[src/fgt_pkg.sv]
// Constants, types and lookup functions for the fuel gauge tuning block.
// Assumes a 125 MHz clock and an AXI4-Lite register port with 12-bit address.
package fgt_pkg;

    // Clock and timebase
    localparam int unsigned CLK_PERIOD_NS = 8;
    localparam int unsigned MS_PERIOD_NS = 1000000;
    localparam int unsigned MS_CYCLES = MS_PERIOD_NS / CLK_PERIOD_NS;
    localparam int unsigned MS_PER_SEC = 1000;

    // Register indices (byte address is four times the index)
    localparam logic [9:0] IDX_INTERVAL_WAIT = 10'h0E9;
    localparam logic [9:0] IDX_DEBOUNCE_CAL = 10'h0EA;
    localparam logic [9:0] IDX_DISPLAY_DEC = 10'h0EB;
    localparam logic [9:0] IDX_STATUS = 10'h0F0;
    localparam logic [7:0] RST_INTERVAL_WAIT = 8'h00;
    localparam logic [7:0] RST_DEBOUNCE_CAL = 8'h00;
    localparam logic [7:0] RST_DISPLAY_DEC = 8'h00;
    localparam logic [6:0] RST_DISP_PCT = 7'h64;

    // Field positions
    localparam int unsigned F_INTV_LSB = 6;
    localparam int unsigned F_CHG_WAIT_LSB = 3;
    localparam int unsigned F_DIS_WAIT_LSB = 0;
    localparam int unsigned F_OCV_DEB_LSB = 6;
    localparam int unsigned F_CC_DEB_LSB = 4;
    localparam int unsigned F_START_BIT = 3;
    localparam int unsigned F_END0_BIT = 2;
    localparam int unsigned F_END1_BIT = 1;
    localparam int unsigned F_END2_BIT = 0;
    localparam int unsigned F_HOLD_BIT = 7;
    localparam int unsigned F_HYST_LSB = 4;

    // Calibration thresholds
    localparam logic [6:0] START_MARGIN_LO = 7'h03;
    localparam logic [6:0] START_MARGIN_HI = 7'h06;
    localparam logic [6:0] END_PCT_LO = 7'h5F;
    localparam logic [6:0] END_PCT_HI = 7'h64;
    localparam logic [6:0] FIN_WAIT_MS_LO = 7'h44;
    localparam logic [6:0] FIN_WAIT_MS_HI = 7'h78;

    // AXI responses
    localparam logic [1:0] RESP_OKAY = 2'h0;
    localparam logic [1:0] RESP_SLVERR = 2'h2;

    typedef enum logic [1:0] {
        FGT_CAL_IDLE = 2'h0,
        FGT_CAL_RUN = 2'h1,
        FGT_CAL_WAIT = 2'h3,
        FGT_CAL_DONE = 2'h2
    } fgt_cal_t;

    // Debounced percentage with its run of same-direction moves
    typedef struct packed {
        logic [6:0] pct;
        logic [1:0] dir;
        logic [3:0] cnt;
    } fgt_deb_t;

    // Correction interval in seconds
    function automatic logic [9:0] fgt_interval_s(input logic [1:0] code);
        case (code)
            2'h0: fgt_interval_s = 10'h03C;
            2'h1: fgt_interval_s = 10'h078;
            2'h2: fgt_interval_s = 10'h00F;
            default: fgt_interval_s = 10'h01E;
        endcase
    endfunction

    // Settling wait in seconds
    function automatic logic [9:0] fgt_settle_s(input logic [2:0] code);
        case (code)
            3'h0: fgt_settle_s = 10'h0B4;
            3'h1: fgt_settle_s = 10'h0F0;
            3'h2: fgt_settle_s = 10'h12C;
            3'h3: fgt_settle_s = 10'h258;
            3'h4: fgt_settle_s = 10'h01E;
            3'h5: fgt_settle_s = 10'h03C;
            3'h6: fgt_settle_s = 10'h05A;
            default: fgt_settle_s = 10'h078;
        endcase
    endfunction

    // Debounce move count
    function automatic logic [3:0] fgt_deb_n(input logic [1:0] code);
        case (code)
            2'h0: fgt_deb_n = 4'h4;
            2'h1: fgt_deb_n = 4'h8;
            2'h2: fgt_deb_n = 4'h1;
            default: fgt_deb_n = 4'h2;
        endcase
    endfunction

    // Decrease hysteresis in percent: codes 0-3 give 4-7, 4-7 give 0-3
    function automatic logic [6:0] fgt_hyst_pct(input logic [2:0] code);
        fgt_hyst_pct = {4'h0, code ^ 3'h4};
    endfunction

    // Register index from a byte address
    function automatic logic [9:0] fgt_index(input logic [11:0] addr);
        fgt_index = addr[11:2];
    endfunction

endpackage

[src/fgt_tuning_regs.sv]
// Fuel gauge tuning registers and the timing, debounce, calibration and
// display-decrease logic they steer.
// Assumes one 125 MHz clock, AXI4-Lite master, synchronous gauge inputs.
//
// Function
// - Two-bit code picks correction interval 60, 120, 15 or 30 s.
// - Charge settling wait from three-bit code, 180 s to 120 s table.
// - Discharge settling wait has own three-bit code, same table.
// - Voltage percentage changes after more than N same-direction moves.
// - Charge-count percentage debounced alike with its own N code.
// - Calibration starts below threshold plus 3, or plus 6 when bit set.
// - First end condition: percentage at least 95, or exactly 100.
// - Second end bit chooses waiting for charge-finished or not.
// - After charging clears, wait 68 or 120 ms for charge-finished.
// - While charging, control bit allows or holds display decrease.
// - While charging, display drops only by a step of at least 0 to 7 percent.
// - Display decrease register resets to all zeros.
`timescale 1ns/100ps
`default_nettype none
module fgt_tuning_regs
    import fgt_pkg::*;
#(
    parameter int unsigned MS_CYC = fgt_pkg::MS_CYCLES,
    parameter int unsigned MS_SEC = fgt_pkg::MS_PER_SEC
) (
    // Clock and reset
    input wire logic aclk,
    input wire logic aresetn,
    // AXI4-Lite write channels
    input wire logic [11:0] s_axi_awaddr,
    input wire logic s_axi_awvalid,
    output logic s_axi_awready,
    input wire logic [31:0] s_axi_wdata,
    input wire logic [3:0] s_axi_wstrb,
    input wire logic s_axi_wvalid,
    output logic s_axi_wready,
    output logic [1:0] s_axi_bresp,
    output logic s_axi_bvalid,
    input wire logic s_axi_bready,
    // AXI4-Lite read channels
    input wire logic [11:0] s_axi_araddr,
    input wire logic s_axi_arvalid,
    output logic s_axi_arready,
    output logic [31:0] s_axi_rdata,
    output logic [1:0] s_axi_rresp,
    output logic s_axi_rvalid,
    input wire logic s_axi_rready,
    // Gauge inputs
    input wire logic [3:0] low_warning_threshold,
    input wire logic charging_status_bit,
    input wire logic charge_finished,
    input wire logic cal_enable,
    input wire logic rdc_charge_est,
    input wire logic rdc_discharge_est,
    input wire logic ocv_sample_valid,
    input wire logic [6:0] ocv_pct_raw,
    input wire logic cc_sample_valid,
    input wire logic [6:0] cc_pct_raw,
    input wire logic disp_req_valid,
    input wire logic [6:0] disp_req_pct,
    // Gauge outputs
    output logic correct_pulse,
    output logic chg_settled,
    output logic dis_settled,
    output logic [6:0] ocv_pct,
    output logic [6:0] cc_pct,
    output logic cal_active,
    output logic cal_done,
    output logic [6:0] disp_pct
);
    import fgt_pkg::*;

    typedef struct packed {
        logic [7:0] r_intv;
        logic [7:0] r_deb;
        logic [7:0] r_disp;
        logic awready;
        logic wready;
        logic bvalid;
        logic [1:0] bresp;
        logic arready;
        logic rvalid;
        logic [1:0] rresp;
        logic [31:0] rdata;
        logic aw_got;
        logic w_got;
        logic [9:0] aw_idx;
        logic [7:0] wbyte;
        logic wlane;
        logic [16:0] ms_cnt;
        logic ms_tick;
        logic [9:0] sec_cnt;
        logic sec_tick;
        logic [9:0] corr_cnt;
        logic corr_pulse;
        logic [9:0] chg_cnt;
        logic [9:0] dis_cnt;
        logic chg_settled;
        logic dis_settled;
        fgt_deb_t ocv;
        fgt_deb_t cc;
        fgt_cal_t cal;
        logic [6:0] fin_ms;
        logic fin_seen;
        logic chg_prev;
        logic cal_done;
        logic [6:0] disp;
    } fgt_state_t;

    fgt_state_t s;
    fgt_state_t next_s;

    // One debounce step: move only after more than n same-direction steps
    function automatic fgt_deb_t fgt_deb_step(input fgt_deb_t d,
                                             input logic [6:0] raw,
                                             input logic [3:0] n);
        logic [1:0] dir;
        logic [3:0] run;
        fgt_deb_step = d;
        dir = (raw > d.pct) ? 2'h1 : 2'h2;
        run = (dir == d.dir) ? d.cnt + 4'h1 : 4'h1;
        if (raw != d.pct) begin
            fgt_deb_step.dir = dir;
            fgt_deb_step.cnt = run;
            if (run > n) begin
                fgt_deb_step.pct = raw;
                fgt_deb_step.dir = 2'h0;
                fgt_deb_step.cnt = 4'h0;
            end
        end
    endfunction

    // Decoded settings
    logic [9:0] intv_s;
    logic [9:0] chg_s;
    logic [9:0] dis_s;
    logic [6:0] start_thr;
    logic [6:0] fin_wait;
    logic start_ok;
    logic end0_ok;
    logic [7:0] status_byte;
    logic [9:0] ar_idx;

    assign intv_s = fgt_interval_s(s.r_intv[F_INTV_LSB +: 2]);
    assign chg_s = fgt_settle_s(s.r_intv[F_CHG_WAIT_LSB +: 3]);
    assign dis_s = fgt_settle_s(s.r_intv[F_DIS_WAIT_LSB +: 3]);
    assign start_thr = {3'h0, low_warning_threshold}
        + (s.r_deb[F_START_BIT] ? START_MARGIN_HI : START_MARGIN_LO);
    assign start_ok = s.ocv.pct < start_thr;
    assign end0_ok = s.r_deb[F_END0_BIT] ? (s.ocv.pct == END_PCT_HI)
                                         : (s.ocv.pct >= END_PCT_LO);
    assign fin_wait = s.r_deb[F_END2_BIT] ? FIN_WAIT_MS_HI : FIN_WAIT_MS_LO;
    assign status_byte = {2'h0, s.cal, start_ok, end0_ok,
                          s.dis_settled, s.chg_settled};
    assign ar_idx = fgt_index(s_axi_araddr);

    // Next-state logic
    always_comb begin
        next_s = s;
        next_s.ms_tick = 1'b0;
        next_s.sec_tick = 1'b0;
        next_s.corr_pulse = 1'b0;
        next_s.cal_done = 1'b0;

        // AXI write: take address and data in either order
        if (s.awready && s_axi_awvalid) begin
            next_s.awready = 1'b0;
            next_s.aw_got = 1'b1;
            next_s.aw_idx = fgt_index(s_axi_awaddr);
        end else if (!s.aw_got && !s.bvalid) begin
            next_s.awready = 1'b1;
        end
        if (s.wready && s_axi_wvalid) begin
            next_s.wready = 1'b0;
            next_s.w_got = 1'b1;
            next_s.wbyte = s_axi_wdata[7:0];
            next_s.wlane = s_axi_wstrb[0];
        end else if (!s.w_got && !s.bvalid) begin
            next_s.wready = 1'b1;
        end
        if (s.aw_got && s.w_got) begin
            next_s.aw_got = 1'b0;
            next_s.w_got = 1'b0;
            next_s.bvalid = 1'b1;
            next_s.bresp = RESP_OKAY;
            if (s.aw_idx == IDX_INTERVAL_WAIT) begin
                if (s.wlane) next_s.r_intv = s.wbyte;
            end else if (s.aw_idx == IDX_DEBOUNCE_CAL) begin
                if (s.wlane) next_s.r_deb = s.wbyte;
            end else if (s.aw_idx == IDX_DISPLAY_DEC) begin
                if (s.wlane) next_s.r_disp = s.wbyte;
            end else if (s.aw_idx != IDX_STATUS) begin
                next_s.bresp = RESP_SLVERR;
            end
        end
        if (s.bvalid && s_axi_bready) begin
            next_s.bvalid = 1'b0;
        end

        // AXI read: one word per address, answer next cycle
        if (s.arready && s_axi_arvalid) begin
            next_s.arready = 1'b0;
            next_s.rvalid = 1'b1;
            next_s.rresp = RESP_OKAY;
            next_s.rdata = 32'h0000_0000;
            if (ar_idx == IDX_INTERVAL_WAIT) begin
                next_s.rdata[7:0] = s.r_intv;
            end else if (ar_idx == IDX_DEBOUNCE_CAL) begin
                next_s.rdata[7:0] = s.r_deb;
            end else if (ar_idx == IDX_DISPLAY_DEC) begin
                next_s.rdata[7:0] = s.r_disp;
            end else if (ar_idx == IDX_STATUS) begin
                next_s.rdata[7:0] = status_byte;
            end else begin
                next_s.rresp = RESP_SLVERR;
            end
        end else if (s.rvalid && s_axi_rready) begin
            next_s.rvalid = 1'b0;
            next_s.arready = 1'b1;
        end else if (!s.rvalid) begin
            next_s.arready = 1'b1;
        end

        if (s.ms_cnt == 17'(MS_CYC - 1)) begin
            next_s.ms_cnt = 17'h0_0000;
            next_s.ms_tick = 1'b1;
            if (s.sec_cnt == 10'(MS_SEC - 1)) begin
                next_s.sec_cnt = 10'h000;
                next_s.sec_tick = 1'b1;
            end else begin
                next_s.sec_cnt = s.sec_cnt + 10'h001;
            end
        end else begin
            next_s.ms_cnt = s.ms_cnt + 17'h0_0001;
        end

        if (s.sec_tick) begin
            if (s.corr_cnt + 10'h001 >= intv_s) begin
                next_s.corr_cnt = 10'h000;
                next_s.corr_pulse = 1'b1;
            end else begin
                next_s.corr_cnt = s.corr_cnt + 10'h001;
            end
        end

        // charge settling, restarts when estimation re-enters
        if (!rdc_charge_est) begin
            next_s.chg_cnt = 10'h000;
            next_s.chg_settled = 1'b0;
        end else if (s.sec_tick && !s.chg_settled) begin
            next_s.chg_cnt = s.chg_cnt + 10'h001;
            next_s.chg_settled = (s.chg_cnt + 10'h001 >= chg_s);
        end
        if (!rdc_discharge_est) begin
            next_s.dis_cnt = 10'h000;
            next_s.dis_settled = 1'b0;
        end else if (s.sec_tick && !s.dis_settled) begin
            next_s.dis_cnt = s.dis_cnt + 10'h001;
            next_s.dis_settled = (s.dis_cnt + 10'h001 >= dis_s);
        end

        if (ocv_sample_valid) begin
            next_s.ocv = fgt_deb_step(s.ocv, ocv_pct_raw,
                fgt_deb_n(s.r_deb[F_OCV_DEB_LSB +: 2]));
        end
        if (cc_sample_valid) begin
            next_s.cc = fgt_deb_step(s.cc, cc_pct_raw,
                fgt_deb_n(s.r_deb[F_CC_DEB_LSB +: 2]));
        end

        // Calibration sequence
        next_s.chg_prev = charging_status_bit;
        case (s.cal)
            FGT_CAL_IDLE: begin
                if (cal_enable && start_ok) next_s.cal = FGT_CAL_RUN;
            end
            FGT_CAL_RUN: begin
                if (!cal_enable) begin
                    next_s.cal = FGT_CAL_IDLE;
                end else if (s.r_deb[F_END1_BIT] && end0_ok) begin
                    next_s.cal = FGT_CAL_DONE;
                    next_s.cal_done = 1'b1;
                end else if (s.chg_prev && !charging_status_bit) begin
                    next_s.cal = FGT_CAL_WAIT;
                    next_s.fin_ms = 7'h00;
                    next_s.fin_seen = 1'b0;
                end
            end
            FGT_CAL_WAIT: begin
                if (charge_finished) next_s.fin_seen = 1'b1;
                if (!cal_enable) begin
                    next_s.cal = FGT_CAL_IDLE;
                end else if (charging_status_bit) begin
                    next_s.cal = FGT_CAL_RUN;
                end else if (s.ms_tick) begin
                    next_s.fin_ms = s.fin_ms + 7'h01;
                    if (s.fin_ms + 7'h01 >= fin_wait) begin
                        if (end0_ok && (s.fin_seen || charge_finished
                                        || s.r_deb[F_END1_BIT])) begin
                            next_s.cal = FGT_CAL_DONE;
                            next_s.cal_done = 1'b1;
                        end else begin
                            next_s.cal = FGT_CAL_RUN;
                        end
                    end
                end
            end
            default: begin
                if (!cal_enable) next_s.cal = FGT_CAL_IDLE;
            end
        endcase

        if (disp_req_valid) begin
            if (!charging_status_bit || disp_req_pct >= s.disp) begin
                next_s.disp = disp_req_pct;
            end else if (!s.r_disp[F_HOLD_BIT] && (s.disp - disp_req_pct
                         >= fgt_hyst_pct(s.r_disp[F_HYST_LSB +: 3]))) begin
                next_s.disp = disp_req_pct;
            end
        end
    end

    // State register
    always_ff @(posedge aclk) begin
        if (!aresetn) begin
            s <= '0;
            s.r_intv <= RST_INTERVAL_WAIT;
            s.r_deb <= RST_DEBOUNCE_CAL;
            s.r_disp <= RST_DISPLAY_DEC;
            s.disp <= RST_DISP_PCT;
        end else begin
            s <= next_s;
        end
    end

    // Outputs straight from state
    assign s_axi_awready = s.awready;
    assign s_axi_wready = s.wready;
    assign s_axi_bvalid = s.bvalid;
    assign s_axi_bresp = s.bresp;
    assign s_axi_arready = s.arready;
    assign s_axi_rvalid = s.rvalid;
    assign s_axi_rresp = s.rresp;
    assign s_axi_rdata = s.rdata;
    assign correct_pulse = s.corr_pulse;
    assign chg_settled = s.chg_settled;
    assign dis_settled = s.dis_settled;
    assign ocv_pct = s.ocv.pct;
    assign cc_pct = s.cc.pct;
    assign cal_active = s.cal[0]; // Bit 0 set only in run and wait
    assign cal_done = s.cal_done;
    assign disp_pct = s.disp;

endmodule // fgt_tuning_regs
`default_nettype wire

[config.mk]
export PLATFORM = sky130hd
export DESIGN_NAME = fgt_tuning_regs
export DESIGN_NICKNAME = d
export VERILOG_FILES = /design/src/fgt_pkg.sv /design/src/fgt_tuning_regs.sv
export SDC_FILE = /design/constraint.sdc
export NUM_CORES = 1
export LEC_CHECK = 0
export ABC_AREA = 1
export BUFFER_PORTS_ARGS = -buffer_cell sky130_fd_sc_hd__buf_4
export CORE_UTILIZATION = 51
export CTS_CLUSTER_SIZE = 25
export DETAILED_ROUTE_END_ITERATION = 12
export PLACE_DENSITY = 0.81
export SLEW_MARGIN = 0
export SYNTH_ARGS = -nofsm -noshare
export SYNTH_HDL_FRONTEND = slang
export SYNTH_SLANG_ARGS = --single-unit
[constraint.sdc]
create_clock -name aclk -period 3.3 [get_ports aclk]
set_input_delay 0.33 -clock aclk [delete_from_list [all_inputs] [get_ports aclk]]
set_output_delay 0.33 -clock aclk [all_outputs]
set_load 0.05 [all_outputs]
# Word-level counts from Yosys, hierarchy flattened
# Cells that the tools add are included.
totals:
  regBits: 169
  inputBits: 100
  wordCells: 231
  out_inout_bits: 67
classes:
  bitwise: 4
  order_cmp: 12
  addsub: 10
  mux: 64
  reduce_logical: 55
  n_eq_ne: 48
ops:
  columns: ["operator", "count"]
  rows:
  - ["10-bit case mux with 7 select lines", 2]
  - ["10-bit by 8-bit == test with 1-bit output (second input constant)", 7]
  - ["10-bit by 1-bit adder with 10-bit output (second input constant)", 4]
  - ["8-bit 2-to-1 mux", 5]
  - ["2-bit 2-to-1 mux", 18]
  - ["10-bit >= comparator", 3]
  - ["10-bit 2-to-1 mux", 3]
  - ["7-bit 2-to-1 mux", 4]
  - ["6-bit 2-to-1 mux", 4]
  - ["4-bit case mux with 3 select lines", 2]
  - ["7-bit case mux with 3 select lines", 1]
  - ["3-bit == test (second input constant)", 6]
  - ["17-bit by 1-bit adder with 17-bit output (second input constant)", 1]
  - ["17-bit == test (second input constant)", 1]
  - ["4-bit 2-to-1 mux", 4]
  - ["2-bit != test (second input constant)", 8]
  - ["8-bit case mux with 2 select lines", 1]
  - ["1-bit logical AND", 15]
  - ["1-bit 2-to-1 mux", 15]
  - ["5-bit AND reduction", 3]
  - ["7-bit >= comparator", 2]
  - ["7-bit > comparator", 2]
  - ["7-bit != test", 2]
  - ["2-bit AND reduction", 7]
  - ["34 further kinds", 73]

# Longest topological paths before layout
depth:
  word_depth: 9
  depth_mapped: 20

# Worst setup path after synthesis
# No wires, ideal clock.
synth_timing:
  path_type: "reg-to-reg"
  from: "register s, in the netlist ocv_pct[6]"
  to: "register s, in the netlist ocv_pct[4]"
  arrival_ps: 2648
  setup_ps: 127
  stages_incl_launch_ff: 19
  t_required_ps: 3173
  path_buffers: 1
  setup_slack_ps: 525
  period_less_slack_ps: 2775
  path_cell_list: "dfxtp_1 inv_1 ha_1 nand2_1 nor2_1 nand4_1 nand2_1 o21ai_0 nand2_1 nor2_1 ha_1 inv_1 nor2_1 o211ai_1 a21boi_0 nand3_1 clkbuf_1 o21ai_0 a21oi_1"
synth_via:
  elab_chain_cells: 6
  elab_cells_between_ends: 7
  classes_between: "order compare: 2; eq/ne: 2; mux: 2; reduce/logical: 1"
synth_lines:
  columns: ["item", "line_no", "source"]
  rows:
  - ["from (decl)", "fgt_tuning_regs.sv:110", "fgt_state_t s;"]
  - ["from (signal assigned)", "fgt_tuning_regs.sv:332", "s <= next_s;"]
  - ["7-bit > comparator", "fgt_tuning_regs.sv:120", "dir = (raw > d.pct) ? 2'h1 : 2'h2;"]
  - ["2-bit 2-to-1 mux", "fgt_tuning_regs.sv:120", null]
  - ["2-bit == test", "fgt_tuning_regs.sv:121", "run = (dir == d.dir) ? d.cnt + 4'h1 : 4'h1;"]
  - ["4-bit 2-to-1 mux", "fgt_tuning_regs.sv:121", null]
  - ["4-bit > comparator", "fgt_tuning_regs.sv:125", "if (run > n) begin"]
  - ["3-bit AND reduction (no source line) (*)", null, null]
# Every way passes the cells marked *; elsewhere a longest branch is shown, timed or not.
# A chain may end at the register's enable or synchronous reset.

# Worst setup path after layout
layout_timing:
  from: "register s, in the netlist cc_pct[2]"
  to: "register s[21] (netlist name)"
layout_via:
  elab_chain_cells: 6
  elab_cells_between_ends: 8
  classes_between: "order compare: 2; eq/ne: 2; mux: 3; reduce/logical: 1"
layout_lines:
  columns: ["item", "line_no"]
  rows:
  - ["7-bit > comparator", "fgt_tuning_regs.sv:120"]
  - ["2-bit 2-to-1 mux", "fgt_tuning_regs.sv:120"]
  - ["2-bit == test", "fgt_tuning_regs.sv:121"]
  - ["4-bit 2-to-1 mux", "fgt_tuning_regs.sv:121"]
  - ["4-bit > comparator", "fgt_tuning_regs.sv:125"]
  - ["6-bit 2-to-1 mux", "fgt_tuning_regs.sv:125"]
# Several ways; a longest one is shown, not always the timed one.

==> out/metrics.yaml <==
run_status:
  status: "finished clean"
cells_and_area:
  diodes: 0
  nets: 1636
  area_growth_pct: 13.13
  fin_area_mm2: 0.01113
  drive_gt1_frac: 0.1162
timing:
  timing.final.crit_share: 0.9053
  rsz0062_at_grt: "no"
  fmax_mhz: 334.7
  fin_skew_ns: 0.009604
  worst_pin_slew_ns: 0.7231
  holdWs_ns: 0.06880
  setup_slack_ns: 0.3127
  timing.final.crit_period_ns: 2.987
  hold_violations: 0
  setup_viol: 0
  max_slew_margin: 0.5174
  tns_ns: 0
  slew_violations: 0
critical_path:
  crit_path_start_kind: "flip-flop"
  critPathArrivalTime_ns: 3.35
  end_kind: "flip-flop"
  r2r_cells: 19
  path_class: "flip-flop to flip-flop"
  crit_fanout: 6
  critPathRequiredTime_ns: 3.67
logic_synthesis:
  synth_edf_count: 0
  synth_cell_types: 49
  synthSimpleGateAreaFrac: 0.2388
  synthAdderAreaFrac: 0.09872
  ys_seq_area_frac: 0.3399
  synth-xor-area-share: 0.03117
  synth_top_family_by_area: "simple AND/OR/NAND/NOR gates"
  synth_ff_type: "dfxtp_1"
  syn-mean-instance-area_um2: 7.086
  muxShareOfSynthArea: 0
  synth_cells: 1388
  yosys_register_bits: 167
  yosysWarnings: 0
  synth_compound_area_frac: 0.1570
  syn_area_mm2: 0.009836
  postSynth.asyncResetShare: 0
die:
  die_y_um: 140.9
  initial_core_util: 0.5223
  die_width_um: 140.9
  core_area_mm2: 0.01883
  die-area_mm2: 0.01984
  top_level_ports: 167
  rows: 50
global_route:
  groute.usage.overall: 0.2268
  overflow: 0
  grt_pass1_vias: 8161
  antenna_found_initial: 0
  grt_pass1_wl_mm: 36.46
  grt_max_degree: 51
detailed_routing:
  drtAntennaViolNets: 0
  via_count: 9085
  drt-total-wl_mm: 22.17
  wl_per_cell_um: 12.80
  drc: 0
  routed_via_density: 5.245
  drtIter0Drc: 714
  drt_first_pass_iters: 5
clock_tree:
  clk_pin_slew_ns: 0.07
  hold_buffers: 0
  cts_made_buffers: 17
  numClockSinks: 167
  cts_tree: "built"
  cts_root_buf: "clkbuf_16"
  cts_max_level: 4
  clock_path_buffers: 2
  clock_latency_ns: 0.44
worst_hold_path:
  hold_path_depth: 2
  hold_class: "input port to flip-flop"
flow_run:
  cap_violations: 0
placement:
  post-dp-hpwl_mm: 16.71
  gp_congestion: 0.8747
  dpl_cell_area_mm2: 0.01056
  pre_cts_ws_ns: 0.2008
  numPortBuffers: 109
power_and_ir_drop:
  total_power_mw: 4.684
  pwr_density_cell_mw_per_mm2: 421.0
  p_leak_nw: 5.137
  peakVddDrop_mv: 0.3643
layer usage:
metal | track usage | vias up | wire [um] | share of wire
met3 | 0.04450 | 40 | 1226 | 0.055
li1 | - | 4652 | - | -
met4 | 0.08181 | 0 | 378 | 0.017
met1 | 0.2788 | 4131 | 9789 | 0.44
met5 | 0 | - | 0 | 0
met2 | 0.3930 | 262 | 10780 | 0.49
report_power, final:
part           internal [mW]  switching [mW]
Sequential              2.07          0.0547
Clock                  0.993           0.904
Combinational          0.219           0.438
Total                   3.29            1.40
repair_timing:
action,CTS,global route
endpoints found under the hold margin,0,0
setup buffers,0,0
setup endpoints to repair,0,16
gates resized for setup,0,5
layout by cell type (no fill, tap or decap), types with 26 or more instances in the layout:
cell type  instances
a21oi_1          129
nand2_1          234
dfxtp_1          167
xor2_1            29
buf_4            114
nor2_1           124
o21ai_0          107
nand4_1           34
inv_1            201
nand3_1           77
ha_1              76
conb_1            26
cell type report:
type / count / area [um^2]
clock inverter: 15 / 137.6
tap: 260 / 325.3
fill: 1698 / 7704
sequential: 167 / 3343
inverter: 204 / 765.7
multi-input combinational: 955 / 5274
clock buffer: 17 / 425.4
timing repair buffer: 114 / 855.8
metrics by stage:
step / util / cells
final: 0.5909 / 1732
after global routing: 0.5909 / 1732
after CTS: 0.5906 / 1732
after detailed placement: 0.5607 / 1700
after global placement: 0.5607 / 1700
after floorplan: - / 1413
cells by family (layout without fill, tap and decap cells):
| group | after synthesis | in the layout |
|---|---|---|
| flops | 167 | 167 |
| buf+inv | 291 | 350 |
| simple gates | 531 | 531 |
| fa+ha+maj | 77 | 77 |
| compound gates | 286 | 286 |
| xor+xnor | 35 | 35 |
| other cells | 1 | 26 |
sequential cells by signal (all words and copies together), names as in the netlist, 7 cells and up:
register and count:
cc_pct 7, disp_pct 7, ocv_pct 7, s 126, s_axi_rdata 8
worst max-delay path, stage by stage (launching register included):
cell      delay (ns)
dfxtp_1         0.35
inv_1           0.06
ha_1            0.30
a21oi_1         0.14
o21ai_0         0.09
nand2_1         0.06
nand3_1         0.06
nand2_1         0.11
inv_1           0.07
o21ai_0         0.16
nand2_1         0.15
nor2_1          0.16
ha_1            0.26
inv_1           0.06
nor2_1          0.04
o211ai_1        0.15
a21boi_1        0.10
nor2_1          0.29
nand4_1         0.14
a21oi_1         0.15
synthesized netlist by cell type (4+ instances only):
cell | instances | area share
inv_1 | 201 | 0.077
dfxtp_1 | 167 | 0.34
ha_1 | 76 | 0.097
clkbuf_1 | 21 | 0.0080
buf_2 | 7 | 0.0036
nor2_2 | 7 | 0.0045
o21ai_0 | 108 | 0.055
nor2_1 | 125 | 0.048
o211ai_1 | 8 | 0.0061
xor2_1 | 29 | 0.026
a31oi_1 | 4 | 0.0025
buf_4 | 58 | 0.044
o22ai_1 | 6 | 0.0038
xnor2_1 | 6 | 0.0053
a21oi_1 | 129 | 0.066
nor3_1 | 20 | 0.010
nand3_1 | 77 | 0.039
nand2_1 | 234 | 0.089
nor4_1 | 12 | 0.0076
nand4_1 | 34 | 0.022
a211oi_1 | 15 | 0.011
path summary, 6_finish.rpt:
check	start	endpoint	slack [ns]
worst min register to register	s[90]$_SDFF_PP0_	s[90]$_SDFF_PP0_	0.45
worst max register to register	cc_pct[2]$_SDFFE_PN0P_	s[21]$_SDFFE_PN0P_	0.31
worst max-delay path	cc_pct[2]$_SDFFE_PN0P_	s[21]$_SDFFE_PN0P_	0.31
worst min-delay path	s_axi_bready	s_axi_bvalid$_SDFFE_PP0P_	0.07
Power figures use the tool's default switching activity.
